File: src/include/tc_pkg.sv
/*
 Constants shared by the timer/counter with input capture and its bus master:
 register indices, field positions, reset values, mode codes and filter length.
 Assumes an 8-bit register bus with a 4-bit register index.
*/
// Behaviour
// - 16-bit counter seen as two byte locations
// - Low read loads temp; high location is temp
// - Low write loads all sixteen bits at once
// - Each tick clears, increments or decrements counter
// - Select zero stops counting; CPU access stays
// - CPU write beats count or clear
// - Mode bits split across control A and B
// - Wrap flag set per mode; interrupt source
// - Flag zero and top of the counter
// - Matching trigger edge copies counter to capture
// - Capture flag set in the copy cycle
// - Flag requests interrupt; cleared by ack/one
// - Capture read low first, high from temp
// - Capture writable only in capture-top modes
// - Comparator select switches trigger; clear flag after
// - Pin and comparator synchronised then edge detected
// - Sampled every clock; four cycles delay
// - Filter output changes after four equal samples
// - Filter adds four cycles, runs on clock
// - Capture input off in capture-top modes
// - Driving the pin by software also captures
// - New capture overwrites the old value
// - Duty measure: flip edge, then clear flag
package tc_pkg;
	// Register indices on the device bus
	localparam logic [3:0] CNT_LO = 4'h0;
	localparam logic [3:0] CNT_HI = 4'h1;
	localparam logic [3:0] CAP_LO = 4'h2;
	localparam logic [3:0] CAP_HI = 4'h3;
	localparam logic [3:0] CTRL_A = 4'h4;
	localparam logic [3:0] CTRL_B = 4'h5;
	localparam logic [3:0] FLAGS = 4'h6;
	localparam logic [3:0] MASK = 4'h7;
	localparam logic [3:0] CMP_CTRL = 4'h8;
	// Field positions
	localparam int A_WAVE_LSB = 0;
	localparam int B_CLK_LSB = 0;
	localparam int B_WAVE_LSB = 3;
	localparam int B_EDGE_BIT = 6;
	localparam int B_FILT_BIT = 7;
	localparam int F_WRAP_BIT = 0;
	localparam int F_CAP_BIT = 5;
	localparam int C_TRIG_BIT = 2;
	// Reset values
	localparam logic [7:0] REG_RST = 8'h00;
	localparam logic [15:0] CNT_RST = 16'h0000;
	// Counter extremes and fixed tops
	localparam logic [15:0] CNT_MAX = 16'hFFFF;
	localparam logic [15:0] TOP_8 = 16'h00FF;
	localparam logic [15:0] TOP_9 = 16'h01FF;
	localparam logic [15:0] TOP_10 = 16'h03FF;
	// Clock select codes and prescaler taps
	localparam logic [2:0] CS_STOP = 3'h0;
	localparam logic [2:0] CS_DIV1 = 3'h1;
	localparam logic [2:0] CS_DIV8 = 3'h2;
	localparam logic [2:0] CS_DIV64 = 3'h3;
	localparam logic [2:0] CS_DIV256 = 3'h4;
	localparam logic [2:0] CS_DIV1024 = 3'h5;
	localparam logic [2:0] CS_EXT_FALL = 3'h6;
	localparam int PRE_W = 10;
	// Filter sample count
	localparam int FILT_LEN = 4;
	// Host register indices and command bits
	localparam logic [1:0] H_DATA = 2'h0;
	localparam logic [1:0] H_ADDR = 2'h1;
	localparam logic [1:0] H_CMD = 2'h2;
	localparam logic [1:0] H_STAT = 2'h3;
	localparam int CMD_GO_BIT = 0;
	localparam int CMD_RD_BIT = 1;
	localparam int CMD_WIDE_BIT = 2;
endpackage : tc_pkg

File: src/include/tc_bus_if.sv
/*
 Register bus joining the timer/counter and its bus master.
 Assumes both ends share one clock; the master leads every access.
*/
`timescale 1ns/10ps
interface tc_bus_if;
	logic [3:0] addr;
	logic [7:0] wdata;
	logic wr;
	logic rd;
	logic [7:0] rdata;
	logic cap_irq;
	logic wrap_irq;
	logic cap_ack;
	logic wrap_ack;
	modport dev (input addr, input wdata, input wr, input rd, input cap_ack, input wrap_ack,
		output rdata, output cap_irq, output wrap_irq);
	modport cpu (output addr, output wdata, output wr, output rd, output cap_ack,
		output wrap_ack, input rdata, input cap_irq, input wrap_irq);
endinterface : tc_bus_if

File: src/rtl/tc_capture_timer.sv
/*
 16-bit timer/counter with input capture, byte-wide register bus.
 Assumes pins arrive asynchronously and the bus master is on i_clk.
*/
`timescale 1ns/10ps
module tc_capture_timer (
	input wire logic i_clk, // System clock
	input wire logic i_reset_n, // Asynchronous reset, active low
	tc_bus_if.dev bus, // Register bus
	input wire logic i_capture_pin, // Capture trigger pin
	input wire logic i_comparator_out, // Analog comparator result
	input wire logic i_ext_tick_pin, // External count clock pin
	output logic o_at_zero_flag, // Counter at zero
	output logic o_at_top_flag // Counter at top
);
	// Top value per mode; capture-top modes use the capture register
	function automatic logic [15:0] top_of(input logic [3:0] m, input logic [15:0] cap);
		unique case (m)
			4'd1, 4'd5: top_of = tc_pkg::TOP_8;
			4'd2, 4'd6: top_of = tc_pkg::TOP_9;
			4'd3, 4'd7: top_of = tc_pkg::TOP_10;
			4'd8, 4'd10, 4'd12, 4'd14: top_of = cap;
			default: top_of = tc_pkg::CNT_MAX;
		endcase
	endfunction : top_of

	// Modes whose top is the capture register
	function automatic logic cap_is_top(input logic [3:0] m);
		cap_is_top = (m == 4'd8) || (m == 4'd10) || (m == 4'd12) || (m == 4'd14);
	endfunction : cap_is_top

	// Dual-slope modes count up then down
	function automatic logic dual_slope(input logic [3:0] m);
		dual_slope = (m >= 4'd1 && m <= 4'd3) || (m >= 4'd8 && m <= 4'd11);
	endfunction : dual_slope

	logic [7:0] ctrl_a_reg, ctrl_a_next, ctrl_b_reg, ctrl_b_next;
	logic [7:0] mask_reg, mask_next, cmp_reg, cmp_next, temp_reg, temp_next;
	logic [7:0] rdata_reg, rdata_next;
	logic [15:0] cnt_reg, cnt_next, cap_reg, cap_next;
	logic down_reg, down_next, wrap_f_reg, wrap_f_next, cap_f_reg, cap_f_next;
	logic cap_irq_reg, cap_irq_next, wrap_irq_reg, wrap_irq_next;
	logic zero_reg, zero_next, top_reg, top_next;
	logic [2:0] pin_sync_reg, pin_sync_next, cmp_sync_reg, cmp_sync_next;
	logic [2:0] ext_sync_reg, ext_sync_next;
	logic pin_val_reg, pin_val_next, cmp_val_reg, cmp_val_next, ext_val_reg, ext_val_next;
	logic [tc_pkg::FILT_LEN-2:0] hist_reg, hist_next;
	logic [tc_pkg::FILT_LEN-1:0] window;
	logic filt_reg, filt_next, trig_prev_reg, trig_prev_next;
	logic [tc_pkg::PRE_W-1:0] pre_reg, pre_next;
	logic [3:0] mode;
	logic [15:0] top;
	logic tick, trig, cap_event, ext_rise, ext_fall, wrap_set;

	assign mode = {ctrl_b_reg[tc_pkg::B_WAVE_LSB +: 2], ctrl_a_reg[tc_pkg::A_WAVE_LSB +: 2]};
	assign top = top_of(mode, cap_reg);

	// Three-stage samplers; stages two and three must agree before a change counts
	always_comb begin
		pin_sync_next = {pin_sync_reg[1:0], i_capture_pin};
		cmp_sync_next = {cmp_sync_reg[1:0], i_comparator_out};
		ext_sync_next = {ext_sync_reg[1:0], i_ext_tick_pin};
		pin_val_next = (pin_sync_reg[1] == pin_sync_reg[2]) ? pin_sync_reg[2] : pin_val_reg;
		cmp_val_next = (cmp_sync_reg[1] == cmp_sync_reg[2]) ? cmp_sync_reg[2] : cmp_val_reg;
		ext_val_next = (ext_sync_reg[1] == ext_sync_reg[2]) ? ext_sync_reg[2] : ext_val_reg;
	end

	// External clock edges, detected on the sampled level
	assign ext_rise = ext_val_next & ~ext_val_reg;
	assign ext_fall = ~ext_val_next & ext_val_reg;

	// Free-running prescaler and tick selection
	always_comb begin
		pre_next = pre_reg + 1'b1;
		unique case (ctrl_b_reg[tc_pkg::B_CLK_LSB +: 3])
			tc_pkg::CS_STOP: tick = 1'b0;
			tc_pkg::CS_DIV1: tick = 1'b1;
			tc_pkg::CS_DIV8: tick = (pre_reg[2:0] == 3'h7);
			tc_pkg::CS_DIV64: tick = (pre_reg[5:0] == 6'h3F);
			tc_pkg::CS_DIV256: tick = (pre_reg[7:0] == 8'hFF);
			tc_pkg::CS_DIV1024: tick = (pre_reg == 10'h3FF);
			tc_pkg::CS_EXT_FALL: tick = ext_fall;
			default: tick = ext_rise;
		endcase
	end

	// Trigger source, noise filter and edge detector
	always_comb begin
		trig = cmp_reg[tc_pkg::C_TRIG_BIT] ? cmp_val_reg : pin_val_reg;
		window = {hist_reg, trig}; // Newest sample plus three stored: four cycles added
		hist_next = window[tc_pkg::FILT_LEN-2:0];
		filt_next = filt_reg;
		if (&window || ~|window) begin
			filt_next = trig;
		end
		trig_prev_next = ctrl_b_reg[tc_pkg::B_FILT_BIT] ? filt_reg : trig;
		cap_event = ~cap_is_top(mode) && (trig_prev_next != trig_prev_reg)
			&& (trig_prev_next == ctrl_b_reg[tc_pkg::B_EDGE_BIT]);
	end

	// Counter, capture, flags, temp byte and register bus
	always_comb begin
		ctrl_a_next = ctrl_a_reg;
		ctrl_b_next = ctrl_b_reg;
		mask_next = mask_reg;
		cmp_next = cmp_reg;
		temp_next = temp_reg;
		cnt_next = cnt_reg;
		cap_next = cap_reg;
		down_next = down_reg;
		wrap_f_next = wrap_f_reg;
		cap_f_next = cap_f_reg;
		wrap_set = 1'b0;
		rdata_next = tc_pkg::REG_RST;
		// Count sequence per mode
		if (tick) begin
			if (dual_slope(mode)) begin
				if (!down_reg && cnt_reg >= top) begin
					down_next = 1'b1;
					cnt_next = cnt_reg - 1'b1;
				end else if (down_reg && cnt_reg == 16'h0000) begin
					down_next = 1'b0;
					cnt_next = cnt_reg + 1'b1;
					wrap_set = 1'b1;
				end else begin
					cnt_next = down_reg ? cnt_reg - 1'b1 : cnt_reg + 1'b1;
				end
			end else begin
				down_next = 1'b0;
				if (cnt_reg == top) begin
					cnt_next = 16'h0000;
				end else begin
					cnt_next = cnt_reg + 1'b1;
				end
				if (cnt_reg == tc_pkg::CNT_MAX || (cnt_reg == top && mode >= 4'd5)) begin
					wrap_set = 1'b1;
				end
			end
		end
		// Register reads; read data stand in the next cycle
		if (bus.rd) begin
			unique case (bus.addr)
				tc_pkg::CNT_LO: begin
					rdata_next = cnt_reg[7:0];
					temp_next = cnt_reg[15:8];
				end
				tc_pkg::CAP_LO: begin
					rdata_next = cap_reg[7:0];
					temp_next = cap_reg[15:8];
				end
				tc_pkg::CNT_HI, tc_pkg::CAP_HI: rdata_next = temp_reg;
				tc_pkg::CTRL_A: rdata_next = ctrl_a_reg;
				tc_pkg::CTRL_B: rdata_next = ctrl_b_reg;
				tc_pkg::FLAGS: rdata_next = 8'(cap_f_reg) << tc_pkg::F_CAP_BIT
					| 8'(wrap_f_reg) << tc_pkg::F_WRAP_BIT;
				tc_pkg::MASK: rdata_next = mask_reg;
				tc_pkg::CMP_CTRL: rdata_next = cmp_reg;
				default: rdata_next = tc_pkg::REG_RST;
			endcase
		end
		// Flag clears by write of one or interrupt ack
		if ((bus.wr && bus.addr == tc_pkg::FLAGS && bus.wdata[tc_pkg::F_CAP_BIT]) || bus.cap_ack) begin
			cap_f_next = 1'b0;
		end
		if ((bus.wr && bus.addr == tc_pkg::FLAGS && bus.wdata[tc_pkg::F_WRAP_BIT])
			|| bus.wrap_ack) begin
			wrap_f_next = 1'b0;
		end
		// Wrap set beats a clear in the same cycle, whatever the mode
		if (wrap_set) begin
			wrap_f_next = 1'b1;
		end
		// Register writes; counter write overrides counting
		if (bus.wr) begin
			unique case (bus.addr)
				tc_pkg::CNT_LO: cnt_next = {temp_reg, bus.wdata};
				tc_pkg::CNT_HI, tc_pkg::CAP_HI: temp_next = bus.wdata;
				tc_pkg::CAP_LO: begin
					if (cap_is_top(mode)) begin
						cap_next = {temp_reg, bus.wdata};
					end
				end
				tc_pkg::CTRL_A: ctrl_a_next = bus.wdata;
				tc_pkg::CTRL_B: ctrl_b_next = bus.wdata;
				tc_pkg::MASK: mask_next = bus.wdata;
				tc_pkg::CMP_CTRL: cmp_next = bus.wdata;
				default: ;
			endcase
		end
		// Capture stamp and flag in one cycle; set beats clear
		if (cap_event) begin
			cap_next = cnt_reg;
			cap_f_next = 1'b1;
		end
		cap_irq_next = cap_f_next & mask_next[tc_pkg::F_CAP_BIT];
		wrap_irq_next = wrap_f_next & mask_next[tc_pkg::F_WRAP_BIT];
		zero_next = (cnt_next == 16'h0000);
		top_next = (cnt_next == top_of(mode, cap_next));
	end

	// State registers
	always_ff @(posedge i_clk or negedge i_reset_n) begin
		if (!i_reset_n) begin
			ctrl_a_reg <= tc_pkg::REG_RST;
			ctrl_b_reg <= tc_pkg::REG_RST;
			mask_reg <= tc_pkg::REG_RST;
			cmp_reg <= tc_pkg::REG_RST;
			temp_reg <= tc_pkg::REG_RST;
			rdata_reg <= tc_pkg::REG_RST;
			cnt_reg <= tc_pkg::CNT_RST;
			cap_reg <= tc_pkg::CNT_RST;
			down_reg <= 1'b0;
			wrap_f_reg <= 1'b0;
			cap_f_reg <= 1'b0;
			cap_irq_reg <= 1'b0;
			wrap_irq_reg <= 1'b0;
			zero_reg <= 1'b1;
			top_reg <= 1'b0;
			pin_sync_reg <= 3'h0;
			cmp_sync_reg <= 3'h0;
			ext_sync_reg <= 3'h0;
			pin_val_reg <= 1'b0;
			cmp_val_reg <= 1'b0;
			ext_val_reg <= 1'b0;
			hist_reg <= '0;
			filt_reg <= 1'b0;
			trig_prev_reg <= 1'b0;
			pre_reg <= '0;
		end else begin
			ctrl_a_reg <= ctrl_a_next;
			ctrl_b_reg <= ctrl_b_next;
			mask_reg <= mask_next;
			cmp_reg <= cmp_next;
			temp_reg <= temp_next;
			rdata_reg <= rdata_next;
			cnt_reg <= cnt_next;
			cap_reg <= cap_next;
			down_reg <= down_next;
			wrap_f_reg <= wrap_f_next;
			cap_f_reg <= cap_f_next;
			cap_irq_reg <= cap_irq_next;
			wrap_irq_reg <= wrap_irq_next;
			zero_reg <= zero_next;
			top_reg <= top_next;
			pin_sync_reg <= pin_sync_next;
			cmp_sync_reg <= cmp_sync_next;
			ext_sync_reg <= ext_sync_next;
			pin_val_reg <= pin_val_next;
			cmp_val_reg <= cmp_val_next;
			ext_val_reg <= ext_val_next;
			hist_reg <= hist_next;
			filt_reg <= filt_next;
			trig_prev_reg <= trig_prev_next;
			pre_reg <= pre_next;
		end
	end

	// Outputs straight from flops
	assign bus.rdata = rdata_reg;
	assign bus.cap_irq = cap_irq_reg;
	assign bus.wrap_irq = wrap_irq_reg;
	assign o_at_zero_flag = zero_reg;
	assign o_at_top_flag = top_reg;
endmodule : tc_capture_timer

File: src/flat_wrapper.sv
// flat-port wrapper written by rule: the top's interface ports become plain ports
module tc_capture_timer_flat 
  (i_clk, i_reset_n, i_capture_pin, i_comparator_out, i_ext_tick_pin, o_at_zero_flag, o_at_top_flag, bus_addr, bus_wdata, bus_wr, bus_rd, bus_cap_ack, bus_wrap_ack, bus_rdata, bus_cap_irq, bus_wrap_irq);
  tc_bus_if bus_i ();
  input wire logic i_clk;
  input wire logic i_reset_n;
  input wire logic i_capture_pin;
  input wire logic i_comparator_out;
  input wire logic i_ext_tick_pin;
  output logic o_at_zero_flag;
  output logic o_at_top_flag;
  input wire logic [$bits(bus_i.addr)-1:0] bus_addr;
  input wire logic [$bits(bus_i.wdata)-1:0] bus_wdata;
  input wire logic [$bits(bus_i.wr)-1:0] bus_wr;
  input wire logic [$bits(bus_i.rd)-1:0] bus_rd;
  input wire logic [$bits(bus_i.cap_ack)-1:0] bus_cap_ack;
  input wire logic [$bits(bus_i.wrap_ack)-1:0] bus_wrap_ack;
  output wire logic [$bits(bus_i.rdata)-1:0] bus_rdata;
  output wire logic [$bits(bus_i.cap_irq)-1:0] bus_cap_irq;
  output wire logic [$bits(bus_i.wrap_irq)-1:0] bus_wrap_irq;
  assign bus_i.addr = bus_addr;
  assign bus_i.wdata = bus_wdata;
  assign bus_i.wr = bus_wr;
  assign bus_i.rd = bus_rd;
  assign bus_i.cap_ack = bus_cap_ack;
  assign bus_i.wrap_ack = bus_wrap_ack;
  assign bus_rdata = bus_i.rdata;
  assign bus_cap_irq = bus_i.cap_irq;
  assign bus_wrap_irq = bus_i.wrap_irq;
  tc_capture_timer u_core (.i_clk(i_clk), .i_reset_n(i_reset_n), .bus(bus_i), .i_capture_pin(i_capture_pin), .i_comparator_out(i_comparator_out), .i_ext_tick_pin(i_ext_tick_pin), .o_at_zero_flag(o_at_zero_flag), .o_at_top_flag(o_at_top_flag));
endmodule
File: config.mk
export PLATFORM = sky130hd
export DESIGN_NAME = tc_capture_timer_flat
export DESIGN_NICKNAME = d
export VERILOG_FILES = /design/src/include/tc_pkg.sv /design/src/include/tc_bus_if.sv /design/src/rtl/tc_capture_timer.sv /design/src/flat_wrapper.sv
export SDC_FILE = /design/constraint.sdc
export NUM_CORES = 1
export LEC_CHECK = 0
export BUFFER_PORTS_ARGS = -buffer_cell sky130_fd_sc_hd__buf_2
export CAP_MARGIN = 20
export CORE_MARGIN = 3
export CORE_UTILIZATION = 45
export DETAILED_ROUTE_END_ITERATION = 8
export PLACE_DENSITY = 0.6
export SKIP_LAST_GASP = 1
export SYNTH_ARGS = -nofsm -noshare
export SYNTH_HDL_FRONTEND = slang
export SYNTH_SLANG_ARGS = --single-unit
File: constraint.sdc
create_clock -name i_clk -period 7.5 [get_ports i_clk]
set_input_delay 0 -clock i_clk [delete_from_list [all_inputs] [get_ports i_clk]]
set_output_delay 0 -clock i_clk [all_outputs]
set_load 0.005 [all_outputs]
==> results.rst <==
.. list-table::
   :header-rows: 1

   * - Metric
     - Value
   * - Bufs on Longest Clock Path
     - 2
   * - Initial Utilization
     - between 40 and 50%
   * - Sum of net half-perimeters after detailed placement
     - between 15,000 and 20,000 um
   * - Clock tree from TritonCTS
     - built
   * - Average footprint of a synthesized cell
     - between 9 and 10 um^2
   * - # H-tree levels
     - 4
   * - Resize count post-CTS
     - 0
   * - Cell repeated most along the worst path
     - nand4_1
   * - Critical Path Start Type
     - flip-flop
   * - Reg clk slew, reported paths
     - ~0.060 ns
   * - Most Used Layer, Global Route
     - met2
   * - Share of the cycle needed by the critical path after routing
     - about 73%
   * - Total iterations of the first detailed-routing run
     - 5
   * - Cell-by-cell trace of the critical path
     - o21bai_1 -> o21ai_0 -> ha_1 -> nand4_1 -> nor2_1 -> a221oi_1 -> nand4b_1 -> o2111a_1 -> o21ai_0 -> nand4_1 -> a2111oi_1 -> nand4_1 -> or4_1 -> a211oi_2
   * - Clock skew
     - between 0.009 and 0.01 ns
   * - Number of failing hold endpoints at the final stage
     - 0
   * - Number of buffers inserted during clock tree synthesis
     - 17
   * - Cell area after synthesis
     - about 0.0073 mm^2
   * - Arrival time at the worst endpoint
     - just under 6 ns
   * - Cell with the most instances after synthesis
     - dfrtp_1
   * - Cell at the slowest stage of the critical path
     - o21bai_1
   * - Area share of xor/xnor cells in the synthesized design
     - roughly 3.6%
   * - Final nets
     - just under 900
   * - Setup Slack @ Placement
     - roughly 2.2 ns
   * - Static leakage
     - between 0.003 and 0.004 uW
   * - Kind of critical path
     - flip-flop to flip-flop
   * - Unrepaired setup endpoints after global routing
     - no
   * - Ratio of cells with drive above 1 in the final layout
     - ~15%
   * - Required time at the endpoint of the critical path
     - roughly 8 ns
   * - Type of the worst min-delay path
     - input port to flip-flop
   * - Post-route antenna net violation count
     - 0
   * - Number of sinks driven by the clock tree
     - about 110
   * - Routed len/inst
     - between 20 and 25 um
   * - Primary flip-flop cell chosen by synthesis mapping
     - dfrtp_1
   * - Nature of the critical path endpoint
     - flip-flop
   * - Count of yosys warnings during synthesis
     - 0
   * - FFs w/ async S/R, synth
     - 100%
   * - Total congestion overflow after global routing
     - 0
   * - Number of nets in the synthesized netlist
     - about 840
   * - Hold endpoint
     - u_core.temp_reg[3]
   * - Std cell rows
     - between 40 and 50
   * - Quantity of I/O buffers inserted on ports
     - 32
   * - Number of global-route vias before repair
     - between 6,000 and 7,000
   * - Top-Level Pins
     - 33
   * - Status
     - completed
   * - Number of enable flip-flop cells after synthesis
     - 0
   * - Worst Max-Slew Pin Slew
     - roughly 1 ns
   * - Final Core Density
     - a little over half
   * - Total wirelength of the detailed-routed design
     - 24,900 um
   * - Largest family of logic cells by synthesized area
     - simple AND/OR/NAND/NOR gates
   * - Pin count of the biggest net entering global routing
     - slightly below 80
   * - Std-Cell Core Area
     - between 0.015 and 0.02 mm^2
   * - Biggest area contributors in the synthesized netlist
     - dfrtp_1 39%, mux2_2 5.7%, nand2_1 3.9%
   * - Wire length of the first global-routing pass
     - a little under 40,000 um
   * - Initial antenna violation count
     - 0
   * - Gp weighted congestion
     - a little over 0.9
   * - Origin of the critical flop-to-flop path
     - u_core.ctrl_a_reg[0]
   * - WHS
     - approximately 0.028 ns
   * - Final setup violation count
     - 0
   * - Peak supply drop
     - ~0.0002 V
   * - Via density per instance
     - 6.46
   * - Cell count of the worst hold path
     - 3
   * - Instance count of the mapped netlist
     - between 800 and 900
   * - Count of cell types in the netlist
     - about 80
   * - Via count
     - between 6,000 and 7,000
   * - Portion of the post-synthesis area used by sequential elements
     - approximately 39%
   * - Clk_lat worst skew
     - around 0.43 ns
   * - Number of max-capacitance violations reported
     - 0
   * - Setup bufs post-CTS
     - 0
   * - Power Total
     - roughly 3200 uW
   * - Largest fanout on the critical path
     - 16
   * - Minimum clock period after layout
     - 5.46 ns
   * - Max Slew Vio Count
     - 0
   * - Synth top area share
     - ~39%
   * - Area enclosed by the die boundary
     - about 0.018 mm^2
   * - Fraction of synthesized area in multiplexers
     - a little under a tenth
   * - Global routing usage on met2
     - between 40% and 50%
   * - Total global-route track usage
     - 28.4%
   * - Top cells by count, synth
     - 113 x dfrtp_1, 76 x nand2_1, 56 x nor2_1
   * - Maximum single-stage delay on the critical path
     - approximately 0.80 ns
   * - Post-synthesis to final-layout area growth
     - 13.9%
   * - Fraction of the mapped netlist area in adder cells
     - under 10%
   * - Slew margin rel.
     - around 33%
   * - Cell chosen for the clock root
     - clkbuf_16
   * - Worst Hold Launch
     - bus_rd
   * - Count of antenna diodes in the layout
     - 0
   * - Final setup slack of the worst path
     - 2.04 ns
   * - Global routing met1 resource utilization
     - a little under two fifths
   * - Achievable frequency
     - roughly 180 MHz
   * - R2R Path End
     - u_core.o_at_top_flag
   * - Hold_buf cts
     - 13
   * - GR met3 Demand/Resource
     - 5.10%
   * - Total negative slack
     - 0 ns
   * - Area share of and/or/nand/nor cells after synthesis
     - between 20% and 30%
   * - Width of the die
     - 133 um
   * - Power density normalized to cell area
     - between 300 and 400 mW/mm^2
   * - Worst-case register-to-register setup slack
     - 2.04 ns
   * - Total of flip-flops plus latches after synthesis
     - 114
   * - Number of cell instances on the worst register-to-register path
     - 14
   * - Post-synth top area cell
     - dfrtp_1
   * - Vertical extent of the die
     - approximately 130 um
   * - Share of the synthesized area in compound gates (AO/OA/AOI/OAI)
     - approximately 20%
   * - Initial detailed-routing violation count
     - slightly above 800
   * - Residual DRC
     - 0
## cell usage in the layout (no fill, tap or decap), types with 14 or more instances in the layout
master	instances
buf_2	31
nor2_1	56
nor3_1	17
nor4_1	16
mux2_2	37
buf_4	14
mux2i_1	21
dfrtp_1	113
ha_1	20
nand2_1	76
nand4_1	14
nand2b_1	15
o21ai_0	55
clkbuf_16	17
a22oi_1	20
xnor2_1	24
nand3_1	26
a21oi_1	47
inv_1	14
## cell families after synthesis
logic type,Yosys count
adders and majority gates,23
buffers and inverters,64
and+or+nand+nor,289
muxes,62
DFF,114
AOI/OAI and AO/OA,219
xor gates and xnor gates,30
## worst max-delay path by stage
stage	endpoint	from	cells past startpoint
final	u_core.o_at_top_flag	u_core.ctrl_a_reg[0]	14
after global routing	u_core.o_at_top_flag	u_core.ctrl_a_reg[0]	14
after CTS	u_core.o_at_top_flag	u_core.ctrl_a_reg[0]	14
after detailed placement	u_core.o_at_top_flag	u_core.ctrl_a_reg[0]	14
after global placement	u_core.o_at_top_flag	u_core.ctrl_a_reg[0]	14
after floorplan	u_core.o_at_top_flag	u_core.ctrl_a_reg[0]	18
## layer usage
| layer | part of all wire [%] | wire length [um] | up-vias |
|---|---|---|---|
| li1 | - | - | 3068 |
| met1 | 43 | 10600 | 3384 |
| met2 | 47 | 11700 | 288 |
| met3 | 6.2 | 1550 | 56 |
| met4 | 4.3 | 1070 | 0 |
| met5 | 0 | 0 | - |
## power breakdown
part           switching (uW)  internal (uW)  leakage (uW)
registers                 305            773       0.00139
clock network             342            471      0.000285
logic                     801            498       0.00181
## through the flow
| stage | cell area (um^2) | instances |
|---|---|---|
| CTS | 8330 | 1052 |
| floorplan | 7310 | 801 |
| global route | 8330 | 1052 |
| detailed placement | 7620 | 1007 |
| finish | 8330 | 1052 |
| global placement | 7620 | 1007 |
## cell type report
class	instances	area, um^2
Clock buffer	17	425
Clock inverter	15	159
Fill cell	1458	7210
Inverter	14	52.6
Multi-Input combinational cell	623	4190
Sequential cell	114	2850
Tap cell	211	264
Timing Repair Buffer	58	390
## worst max-delay path, delay by kind of cell, from the launching register on
| family | cells | cell delay (ns) |
|---|---|---|
| AO/OA/AOI/OAI | 7 | 2.69 |
| AND/OR/NAND/NOR | 6 | 1.85 |
| flip-flops | 1 | 0.47 |
| adder cells (fa/ha/maj) | 1 | 0.37 |
Note: power is estimated with default switching activity, not from simulation.
